File: config.mk
export PLATFORM = sky130hd
export DESIGN_NAME = qdsc_serial_ctrl
export DESIGN_NICKNAME = d
export VERILOG_FILES = /design/src/rtl/qdsc_pkg.sv /design/src/rtl/qdsc_serial_ctrl.sv /design/src/rtl/qdsc_pin_sync.sv
export SDC_FILE = /design/constraint.sdc
export NUM_CORES = 1
export LEC_CHECK = 0
export BUFFER_PORTS_ARGS = -buffer_cell sky130_fd_sc_hd__buf_2
export CAP_MARGIN = 20
export CORE_MARGIN = 4
export CORE_UTILIZATION = 56
export CTS_CLUSTER_SIZE = 30
export DETAILED_ROUTE_END_ITERATION = 10
export GPL_ROUTABILITY_DRIVEN = 0
export GPL_TIMING_DRIVEN = 0
export PLACE_DENSITY = 0.88
export SYNTH_ARGS = -nofsm -noshare
export SYNTH_HDL_FRONTEND = slang
export SYNTH_HIERARCHICAL = 1
export SYNTH_SLANG_ARGS = --single-unit
File: constraint.sdc
create_clock -name clk_sys_i -period 9.9 [get_ports clk_sys_i]
set_input_delay 0.495 -clock clk_sys_i [delete_from_list [all_inputs] [get_ports clk_sys_i]]
set_output_delay 0.495 -clock clk_sys_i [all_outputs]
set_load 0.005 [all_outputs]
File: src/rtl/qdsc_pkg.sv
package qdsc_pkg;

   // ==========================================================
   // Frame layout
   localparam int FRAME_BITS = 24;
   localparam int RW_POS = 23;
   localparam int ADDR_HI = 19;
   localparam int ADDR_LO = 16;
   localparam int DATA_HI = 15;
   localparam int DATA_LO = 2;
   localparam logic [23:0] SHIFT_RESET = 24'h000000;

   // ==========================================================
   // Register addresses
   localparam logic [3:0] ADDR_COMMAND = 4'h0;
   localparam logic [3:0] ADDR_MONITOR = 4'h1;
   localparam logic [3:0] ADDR_CH0 = 4'h4;
   localparam logic [3:0] ADDR_ZERO0 = 4'h8;
   localparam logic [3:0] ADDR_GAIN0 = 4'hc;

   // ==========================================================
   // Command register fields and reset value
   localparam int CMD_GROUP_SEL = 15;
   localparam int CMD_LATCH_LOAD = 14;
   localparam int CMD_SOFT_RESET = 13;
   localparam int CMD_SLEEP_A = 12;
   localparam int CMD_SLEEP_B = 11;
   localparam int CMD_GP1 = 9;
   localparam int CMD_GP0 = 8;
   localparam int CMD_SO_DIS = 7;
   localparam logic [15:0] CMD_RESET = 16'h033c;
   localparam logic [15:0] CMD_WMASK = 16'hfbfc;

   // ==========================================================
   // Monitor register fields and register write masks
   localparam int MON_CH_LO = 12;
   localparam int MON_AUX = 11;
   localparam logic [15:0] MON_WMASK = 16'hf800;
   localparam logic [15:0] CH_WMASK = 16'hfffc;
   localparam logic [15:0] ZERO_WMASK = 16'h01ff;
   localparam logic [15:0] GAIN_WMASK = 16'h00ff;

   // ==========================================================
   // Timing
   localparam int WAKE_US = 50;

   typedef enum logic [1:0] {
      LINK_IDLE,
      LINK_SHIFT,
      LINK_END
   } qdsc_link_type;

endpackage : qdsc_pkg

File: src/rtl/qdsc_serial_ctrl.sv
`timescale 1ns/10ps
module qdsc_serial_ctrl
   import qdsc_pkg::*;
#(
   parameter int CLK_MHZ = 40,
   parameter int WAKE_CYCLES = WAKE_US * CLK_MHZ
) (
   input wire logic clk_sys_i,
   input wire logic rstn_i,
   input wire logic ce_i,
   input wire logic cs_n_i,
   input wire logic sclk_i,
   input wire logic sdi_i,
   output logic sdo_o,
   output logic sdo_oe_n_o,
   input wire logic load_strobe_n_i,
   input wire logic [1:0] gp_pin_i,
   output logic [1:0] gp_pin_o,
   output logic [1:0] gp_pin_oe_n_o,
   output logic [4:0] monitor_sel_o,
   output logic monitor_pin_oe_n_o,
   output logic group_a_sleep_o,
   output logic group_b_sleep_o,
   output logic group_a_ready_o,
   output logic group_b_ready_o,
   output logic [3:0] latch_load_o,
   output logic [13:0] ch_latch0_o,
   output logic [13:0] ch_latch1_o,
   output logic [13:0] ch_latch2_o,
   output logic [13:0] ch_latch3_o
);
   logic rs1_q;
   logic rst_q;
   logic [3:0] pins;
   logic sdi_s;
   logic cs_n_s;
   logic sclk_s;
   logic ldn_s;
   logic [1:0] gp_s;
   logic sclk_prev_q;
   logic cs_prev_q;
   qdsc_link_type link_q;
   logic [23:0] shift_q;
   logic [5:0] edge_cnt_q;
   logic [15:0] out_q;
   logic sdo_q;
   logic [3:0] rd_addr_q;
   logic [15:0] command_q;
   logic [15:0] monitor_q;
   logic [15:0] ch_in_q [4];
   logic [13:0] ch_lat_q [4];
   logic [15:0] zero_q [4];
   logic [15:0] gain_q [4];
   logic [3:0] touched_q;
   logic ldn_prev_q;
   logic soft_rst_q;
   logic [$clog2(WAKE_CYCLES+1)-1:0] wake_a_q;
   logic [$clog2(WAKE_CYCLES+1)-1:0] wake_b_q;
   logic fall;
   logic rise;
   logic frame_end;
   logic frame_ok;
   logic wr_en;
   logic [3:0] addr;
   logic [15:0] wdata;
   logic load_now;

   function automatic logic [15:0] read_reg(input logic [3:0] a);
      logic [15:0] v;
      v = 16'h0000;
      if (a == ADDR_COMMAND) begin
         v = command_q;
         v[CMD_GP1] = gp_s[1] & command_q[CMD_GP1];
         v[CMD_GP0] = gp_s[0] & command_q[CMD_GP0];
      end else if (a == ADDR_MONITOR) begin
         v = monitor_q;
      end else if (a[3:2] == ADDR_CH0[3:2]) begin
         v = ch_in_q[a[1:0]];
      end else if (a[3:2] == ADDR_ZERO0[3:2]) begin
         v = zero_q[a[1:0]];
      end else if (a[3:2] == ADDR_GAIN0[3:2]) begin
         v = gain_q[a[1:0]];
      end
      return v;
   endfunction : read_reg

   // ==========================================================
   // Reset release and pin synchronisers
   always_ff @(posedge clk_sys_i or negedge rstn_i) begin
      if (!rstn_i) begin
         rs1_q <= 1'b0;
         rst_q <= 1'b0;
      end else begin
         rs1_q <= 1'b1;
         rst_q <= rs1_q;
      end
   end

   qdsc_pin_sync #(
      .WIDTH(4)
   ) u_link_sync (
      .clk_sys_i(clk_sys_i),
      .rstn_i(rst_q),
      .ce_i(ce_i),
      .pin_i({cs_n_i, sclk_i, load_strobe_n_i, sdi_i}),
      .init_i(4'b1010),
      .level_o(pins)
   );

   qdsc_pin_sync #(
      .WIDTH(2)
   ) u_gp_sync (
      .clk_sys_i(clk_sys_i),
      .rstn_i(rst_q),
      .ce_i(ce_i),
      .pin_i(gp_pin_i),
      .init_i(2'b11),
      .level_o(gp_s)
   );

   assign cs_n_s = pins[3];
   assign sclk_s = pins[2];
   assign ldn_s = pins[1];
   assign sdi_s = pins[0];

   // ==========================================================
   // Link edge detection and frame state
   assign fall = sclk_prev_q & ~sclk_s & ~cs_n_s & (link_q == LINK_SHIFT);
   assign rise = ~sclk_prev_q & sclk_s & ~cs_n_s & (link_q == LINK_SHIFT);
   assign frame_end = (link_q == LINK_SHIFT) & cs_n_s;
   assign frame_ok = frame_end & (edge_cnt_q >= 6'(FRAME_BITS));
   assign addr = shift_q[ADDR_HI:ADDR_LO];
   assign wdata = shift_q[DATA_HI:0];
   assign wr_en = frame_ok & ~shift_q[RW_POS];

   always_ff @(posedge clk_sys_i or negedge rst_q) begin
      if (!rst_q) begin
         sclk_prev_q <= 1'b0;
         cs_prev_q <= 1'b1;
         link_q <= LINK_IDLE;
      end else if (ce_i) begin
         sclk_prev_q <= sclk_s;
         cs_prev_q <= cs_n_s;
         case (link_q)
            LINK_IDLE: begin
               if (cs_prev_q & ~cs_n_s & ~soft_rst_q) begin
                  link_q <= LINK_SHIFT;
               end
            end
            LINK_SHIFT: begin
               if (cs_n_s) begin
                  link_q <= LINK_END;
               end
            end
            default: begin
               link_q <= LINK_IDLE;
            end
         endcase
      end
   end

   // ==========================================================
   // Shift register, edge counter and output path
   always_ff @(posedge clk_sys_i or negedge rst_q) begin
      if (!rst_q) begin
         shift_q <= SHIFT_RESET;
         edge_cnt_q <= 6'h00;
         out_q <= 16'h0000;
         sdo_q <= 1'b0;
      end else if (ce_i) begin
         if (link_q == LINK_IDLE && cs_prev_q && !cs_n_s) begin
            edge_cnt_q <= 6'h00;
            out_q <= read_reg(rd_addr_q);
            sdo_q <= 1'b0;
         end else if (fall) begin
            shift_q <= {shift_q[22:0], sdi_s};
            if (edge_cnt_q < 6'(FRAME_BITS)) begin
               edge_cnt_q <= edge_cnt_q + 6'h01;
            end
         end else if (rise) begin
            if (edge_cnt_q >= 6'd8 && edge_cnt_q < 6'(FRAME_BITS)) begin
               sdo_q <= out_q[15];
               out_q <= {out_q[14:0], 1'b0};
            end else if (edge_cnt_q >= 6'(FRAME_BITS)) begin
               sdo_q <= shift_q[23];
            end else begin
               sdo_q <= 1'b0;
            end
         end
      end
   end

   assign sdo_o = sdo_q;
   assign sdo_oe_n_o = cs_n_s | command_q[CMD_SO_DIS] | (link_q != LINK_SHIFT);

   // ==========================================================
   // Register file
   always_ff @(posedge clk_sys_i or negedge rst_q) begin
      if (!rst_q) begin
         command_q <= CMD_RESET;
         monitor_q <= 16'h0000;
         rd_addr_q <= 4'h0;
         soft_rst_q <= 1'b0;
         for (int i = 0; i < 4; i++) begin
            ch_in_q[i] <= 16'h0000;
            zero_q[i] <= 16'h0000;
            gain_q[i] <= 16'h0000;
         end
      end else if (ce_i) begin
         command_q[CMD_LATCH_LOAD] <= 1'b0;
         soft_rst_q <= 1'b0;
         if (soft_rst_q) begin
            command_q <= CMD_RESET;
            monitor_q <= 16'h0000;
            rd_addr_q <= 4'h0;
            for (int i = 0; i < 4; i++) begin
               ch_in_q[i] <= 16'h0000;
               zero_q[i] <= 16'h0000;
               gain_q[i] <= 16'h0000;
            end
         end else if (frame_ok && shift_q[RW_POS]) begin
            rd_addr_q <= addr;
         end else if (wr_en) begin
            if (addr == ADDR_COMMAND) begin
               command_q <= wdata & CMD_WMASK & ~(16'h0001 << CMD_SOFT_RESET);
               soft_rst_q <= wdata[CMD_SOFT_RESET];
            end else if (addr == ADDR_MONITOR) begin
               monitor_q <= wdata & MON_WMASK;
            end else if (addr[3:2] == ADDR_CH0[3:2]) begin
               ch_in_q[addr[1:0]] <= wdata & CH_WMASK;
            end else if (addr[3:2] == ADDR_ZERO0[3:2]) begin
               zero_q[addr[1:0]] <= wdata & ZERO_WMASK;
            end else if (addr[3:2] == ADDR_GAIN0[3:2]) begin
               gain_q[addr[1:0]] <= wdata & GAIN_WMASK;
            end
         end
      end
   end

   // ==========================================================
   // Latch update
   assign load_now = (ldn_prev_q & ~ldn_s) | command_q[CMD_LATCH_LOAD];

   always_ff @(posedge clk_sys_i or negedge rst_q) begin
      if (!rst_q) begin
         ldn_prev_q <= 1'b1;
         touched_q <= 4'h0;
         latch_load_o <= 4'h0;
         for (int i = 0; i < 4; i++) begin
            ch_lat_q[i] <= 14'h0000;
         end
      end else if (ce_i) begin
         ldn_prev_q <= ldn_s;
         latch_load_o <= 4'h0;
         if (soft_rst_q) begin
            touched_q <= 4'h0;
            for (int i = 0; i < 4; i++) begin
               ch_lat_q[i] <= 14'h0000;
            end
         end else begin
            for (int i = 0; i < 4; i++) begin
               if (wr_en && addr == (ADDR_CH0 | 4'(i))) begin
                  if (!ldn_s) begin
                     ch_lat_q[i] <= wdata[DATA_HI:DATA_LO];
                     latch_load_o[i] <= 1'b1;
                     touched_q[i] <= 1'b0;
                  end else begin
                     touched_q[i] <= 1'b1;
                  end
               end else if (load_now && touched_q[i]) begin
                  ch_lat_q[i] <= ch_in_q[i][DATA_HI:DATA_LO];
                  latch_load_o[i] <= 1'b1;
                  touched_q[i] <= 1'b0;
               end
            end
         end
      end
   end

   assign ch_latch0_o = ch_lat_q[0];
   assign ch_latch1_o = ch_lat_q[1];
   assign ch_latch2_o = ch_lat_q[2];
   assign ch_latch3_o = ch_lat_q[3];

   // ==========================================================
   // Group sleep and wake timing
   always_ff @(posedge clk_sys_i or negedge rst_q) begin
      if (!rst_q) begin
         wake_a_q <= '0;
         wake_b_q <= '0;
      end else if (ce_i) begin
         if (command_q[CMD_SLEEP_A]) begin
            wake_a_q <= ($bits(wake_a_q))'(WAKE_CYCLES);
         end else if (wake_a_q != '0) begin
            wake_a_q <= wake_a_q - 1'b1;
         end
         if (command_q[CMD_SLEEP_B]) begin
            wake_b_q <= ($bits(wake_b_q))'(WAKE_CYCLES);
         end else if (wake_b_q != '0) begin
            wake_b_q <= wake_b_q - 1'b1;
         end
      end
   end

   assign group_a_sleep_o = command_q[CMD_SLEEP_A];
   assign group_b_sleep_o = command_q[CMD_SLEEP_B];
   assign group_a_ready_o = (wake_a_q == '0) & ~command_q[CMD_SLEEP_A];
   assign group_b_ready_o = (wake_b_q == '0) & ~command_q[CMD_SLEEP_B];

   // ==========================================================
   // General pins and monitor selection
   assign gp_pin_o = 2'b00;
   assign gp_pin_oe_n_o = {command_q[CMD_GP1], command_q[CMD_GP0]};

   always_comb begin
      monitor_sel_o = 5'h00;
      if (monitor_q[MON_CH_LO+3]) begin
         monitor_sel_o = 5'h08;
      end else if (monitor_q[MON_CH_LO+2]) begin
         monitor_sel_o = 5'h04;
      end else if (monitor_q[MON_CH_LO+1]) begin
         monitor_sel_o = 5'h02;
      end else if (monitor_q[MON_CH_LO]) begin
         monitor_sel_o = 5'h01;
      end else if (monitor_q[MON_AUX]) begin
         monitor_sel_o = 5'h10;
      end
   end

   assign monitor_pin_oe_n_o = (monitor_sel_o == 5'h00);

endmodule : qdsc_serial_ctrl

File: src/rtl/qdsc_pin_sync.sv
`timescale 1ns/10ps
module qdsc_pin_sync #(
   parameter int WIDTH = 1
) (
   input wire logic clk_sys_i,
   input wire logic rstn_i,
   input wire logic ce_i,
   input wire logic [WIDTH-1:0] pin_i,
   input wire logic [WIDTH-1:0] init_i,
   output logic [WIDTH-1:0] level_o
);
   logic [WIDTH-1:0] s1_q;
   logic [WIDTH-1:0] s2_q;
   logic [WIDTH-1:0] s3_q;
   logic [WIDTH-1:0] lvl_q;
   logic [WIDTH-1:0] init_q;

   // ==========================================================
   // Three stages; a change counts once stages two and three agree.
   always_ff @(posedge clk_sys_i or negedge rstn_i) begin
      if (!rstn_i) begin
         s1_q <= '1;
         s2_q <= '1;
         s3_q <= '1;
         lvl_q <= '1;
         init_q <= '0;
      end else if (ce_i) begin
         s1_q <= pin_i;
         s2_q <= s1_q;
         s3_q <= s2_q;
         init_q <= {WIDTH{1'b1}};
         for (int i = 0; i < WIDTH; i++) begin
            if (!init_q[i]) begin
               lvl_q[i] <= init_i[i];
            end else if (s2_q[i] == s3_q[i]) begin
               lvl_q[i] <= s3_q[i];
            end
         end
      end
   end

   assign level_o = lvl_q;

endmodule : qdsc_pin_sync

==> out/results.ini <==
[run_status]
run_status = finished, final reports clean

[clock_tree]
number_of_buffers_created_by_cts = 31
insertion_delay_ps = 570
clock_sinks = 312
cts-root-buf = clkbuf_16
cts.repair.resized = 0
htree_levels = 1
clkSlewWorstSetupHoldPaths_ps = 70
cts.path.max_buffers = 3
cts_tree = built

[synthesis]
syn-cell-area_sq_um = 15780
ys_async_sr_fraction_pct = 100.0
synthesis.instances = 1490
synth-edff-count = 0
postSynthRegisterBits = 312
synth.lib_cells_used.distinct = 71
yosysWarningCount = 6
syn_area_per_cell_sq_um = 10.59
ys_seq_area_share_pct = 49.72
ys_dominant_reg_cell = dfrtp_1

[setup_path]
timing.critical_path.fanout_max = 10
setup.worst_path.class = reg2reg
critical_path.endpoint_type = register
worst_ep_required_time_ps = 10390
critPathArrivalTime_ps = 3600
start_kind = register

[timing]
setup_ws_ps = 6793
report.final.setup_viol = 0
finalMaxSlewViolations = 0
max_slew_margin_pct = 18.41
clock.fmax_mhz = 321.8
post-route-period-util_pct = 31.39
tightest_slew_ps = 1213
rsz_0062_raised_after_global_routing = false
worst_clock_skew_ps = 11.99
timing.final.hold_violations = 0
finalCriticalPeriod_ps = 3107

[global_routing]
grt_pass1_wl_microns = 76110
met2_usage_pct = 47.72
grt_antenna_before_repair = 0
grt_pass1_vias = 13540
maximum_number_of_pins_on_one_net_before_global_route_repair = 69
top_usage_layer = met2
grt_remaining_overflow = 0
global_route.usage.met1_pct = 39.09
groute.usage.overall_pct = 31.15
grt.met3_usage_pct = 9.277

[power]
intPower_mw = 2.542
power.share.clock_pct = 35.2
power.sequential.fraction_pct = 45.2
fin_total_pwr_mw = 3.592
switching_part_of_the_total_power_pct = 29.23
netSwitchingPower_mw = 1.050
power-per-cell-area_nw_per_um2 = 200.5
max-vdd-ir-drop_mv = 0.1540
combPwrFrac_pct = 19.6
total_leakage_power_nw = 7.980

[routing]
initialDrtViolationCount = 2297
drc = 0
antenna_violating_nets_post_route = 0
detailedRoute.firstPassIterationCount = 9
drt-vias-per-instance = 6.839
drt_wl_total_microns = 49170
avgRoutedWirePerCell_microns = 24.34
route.vias.total = 13820

[floorplan]
die_area_sq_um = 30930
std_cell_rows = 61
die_height_microns = 175.9
coreArea_sq_um = 27780
floorplan.die.width_microns = 175.9
floorplan.initialDensity_pct = 56.81
io_pins = 85

[placement]
dp_hpwl_microns = 33470
placement.io_buffers = 82
dp_slack_ps = 6544

[worst_hold_path]
hold_removal_path_class = in2reg

[layout]
drive_above_1_share_pct = 18.83
finish.net_count = 1633
mostFrequentLayoutCells = dfrtp_1 (279), nand2_1 (182), o2bb2ai_1 (112)
fillers = 2045
total_area_of_multi_input_combinational_cells_sq_um = 7258
syn2layout_area_growth_pct = 13.50
area_taken_by_flip_flops_and_latches_sq_um = 7851
final_util_pct = 64.48
mostFrequentLayoutCell = dfrtp_1

[flow_run]
maxCapViolCount = 0

[kinds of logic after synthesis]
kind of cell / count (synthesis) / share of synthesized area [%]
AOI/OAI and AO/OA: 434 / 20.09
and+or+nand+nor: 405 / 12.37
DFF: 312 / 49.72
buffers and inverters: 162 / 4.455
muxes: 158 / 12.23
xor gates and xnor gates: 11 / 0.6104
adders and majority gates: 6 / 0.4756
other: 2 / 0.04758
[routing by layer]
layer  vias up  part of all wire [%]
li1       5738                     -
met4         0                   8.0
met5         -                     0
met3       339                    12
met1      6668                    35
met2      1070                    44
[critical path, cell delays in order, from the launching register on]
cell and delay [ps]:
dfrtp_1 340, clkbuf_1 420, buf_2 510, buf_2 450
nand2_1 220, o22ai_1 520, o22a_1 270, a221oi_1 120
o21ai_0 170
[cell type report]
class / instances / area share (%)
sequential: 312 / 43.83
multi-input combinational: 1023 / 40.52
clock buffer: 41 / 4.875
buffer: 135 / 3.360
timing repair buffer: 88 / 2.989
tap: 378 / 2.640
clock inverter: 15 / 1.208
inverter: 27 / 0.5658
antenna: 1 / 0.01397
[power groups by stage]
| stage | Sequential, mW | Combinational, mW | Clock, mW |
|---|---|---|---|
| after floorplan | 1.62 | 0.467 | 0 |
| after global placement | 1.65 | 0.634 | 0 |
| after detailed placement | 1.64 | 0.690 | 0 |
| after CTS | 1.62 | 0.694 | 1.26 |
| after global routing | 1.64 | 0.768 | 1.32 |
| final | 1.62 | 0.705 | 1.26 |
[timing repair]
item,in CTS,in global routing
setup buffers,0,0
hold buffers,1,0
hold endpoints to repair,2,0
[final timing paths]
check / endpoint / cells after the start / slack (ps) / startpoint
hold / removal: u_link_sync/s1_q[3]$_DFFE_PN1P_ / 2 / 160 / cs_n_i
min in group asynchronous: rst_q$_DFF_PN0_ / 2 / 240 / rstn_i
hold reg to reg: rst_q$_DFF_PN0_ / 0 / 350 / rs1_q$_DFF_PN0_
setup / recovery: out_q[3]$_DFFE_PN0P_ / 8 / 6790 / rd_addr_q[0]$_DFFE_PN0P_
max in group asynchronous: cs_prev_q$_DFFE_PN1P_ / 3 / 7940 / rst_q$_DFF_PN0_
setup reg to reg: out_q[3]$_DFFE_PN0P_ / 8 / 6790 / rd_addr_q[0]$_DFFE_PN0P_
[through the flow]
stage               hold WS (ps)  setup TNS [ps]  area, sq um  instances
finish                     157.6               0        17910       2020
global route               160.5               0        17910       2019
CTS                        150.9               0        17910       2019
detailed placement         283.2               0        16810       1962
global placement           280.1         -728290        16690       1957
floorplan                  199.4               0        15810       1497
[Yosys cell counts, types with 8 or more instances]
library cell,n,share of area [%]
mux2i_1,65,4.1
o2bb2ai_1,112,6.2
mux4_2,14,2.0
dfstp_2,32,5.3
dfrtp_1,280,44
nor2_1,75,1.8
mux2_4,20,1.9
clkbuf_1,90,2.1
buf_2,24,0.76
o21ai_0,59,1.9
a22o_1,36,2.0
a22oi_1,44,2.1
a21oi_1,58,1.8
a221oi_1,11,0.61
nand3_1,19,0.60
nor4_1,14,0.55
o22ai_1,20,0.79
nor2b_1,25,0.99
inv_1,26,0.62
a21boi_0,27,1.3
mux2_2,53,3.8
buf_1,8,0.19
nand4_1,12,0.48
a31oi_1,22,0.87
nand2_1,182,4.3
nor3_1,10,0.32
[registers in the layout, summed over array words and instances, names as in the netlist, 5 cells and up]
signal,flops
ch_in_q,56
ch_latch0_o,14
ch_latch1_o,14
ch_latch2_o,14
ch_latch3_o,14
command_q,12
edge_cnt_q,6
gain_q,32
monitor_q,5
out_q,16
shift_q,24
wake_a_q,11
wake_b_q,11
zero_q,36
Power figures use the tool's default switching activity.
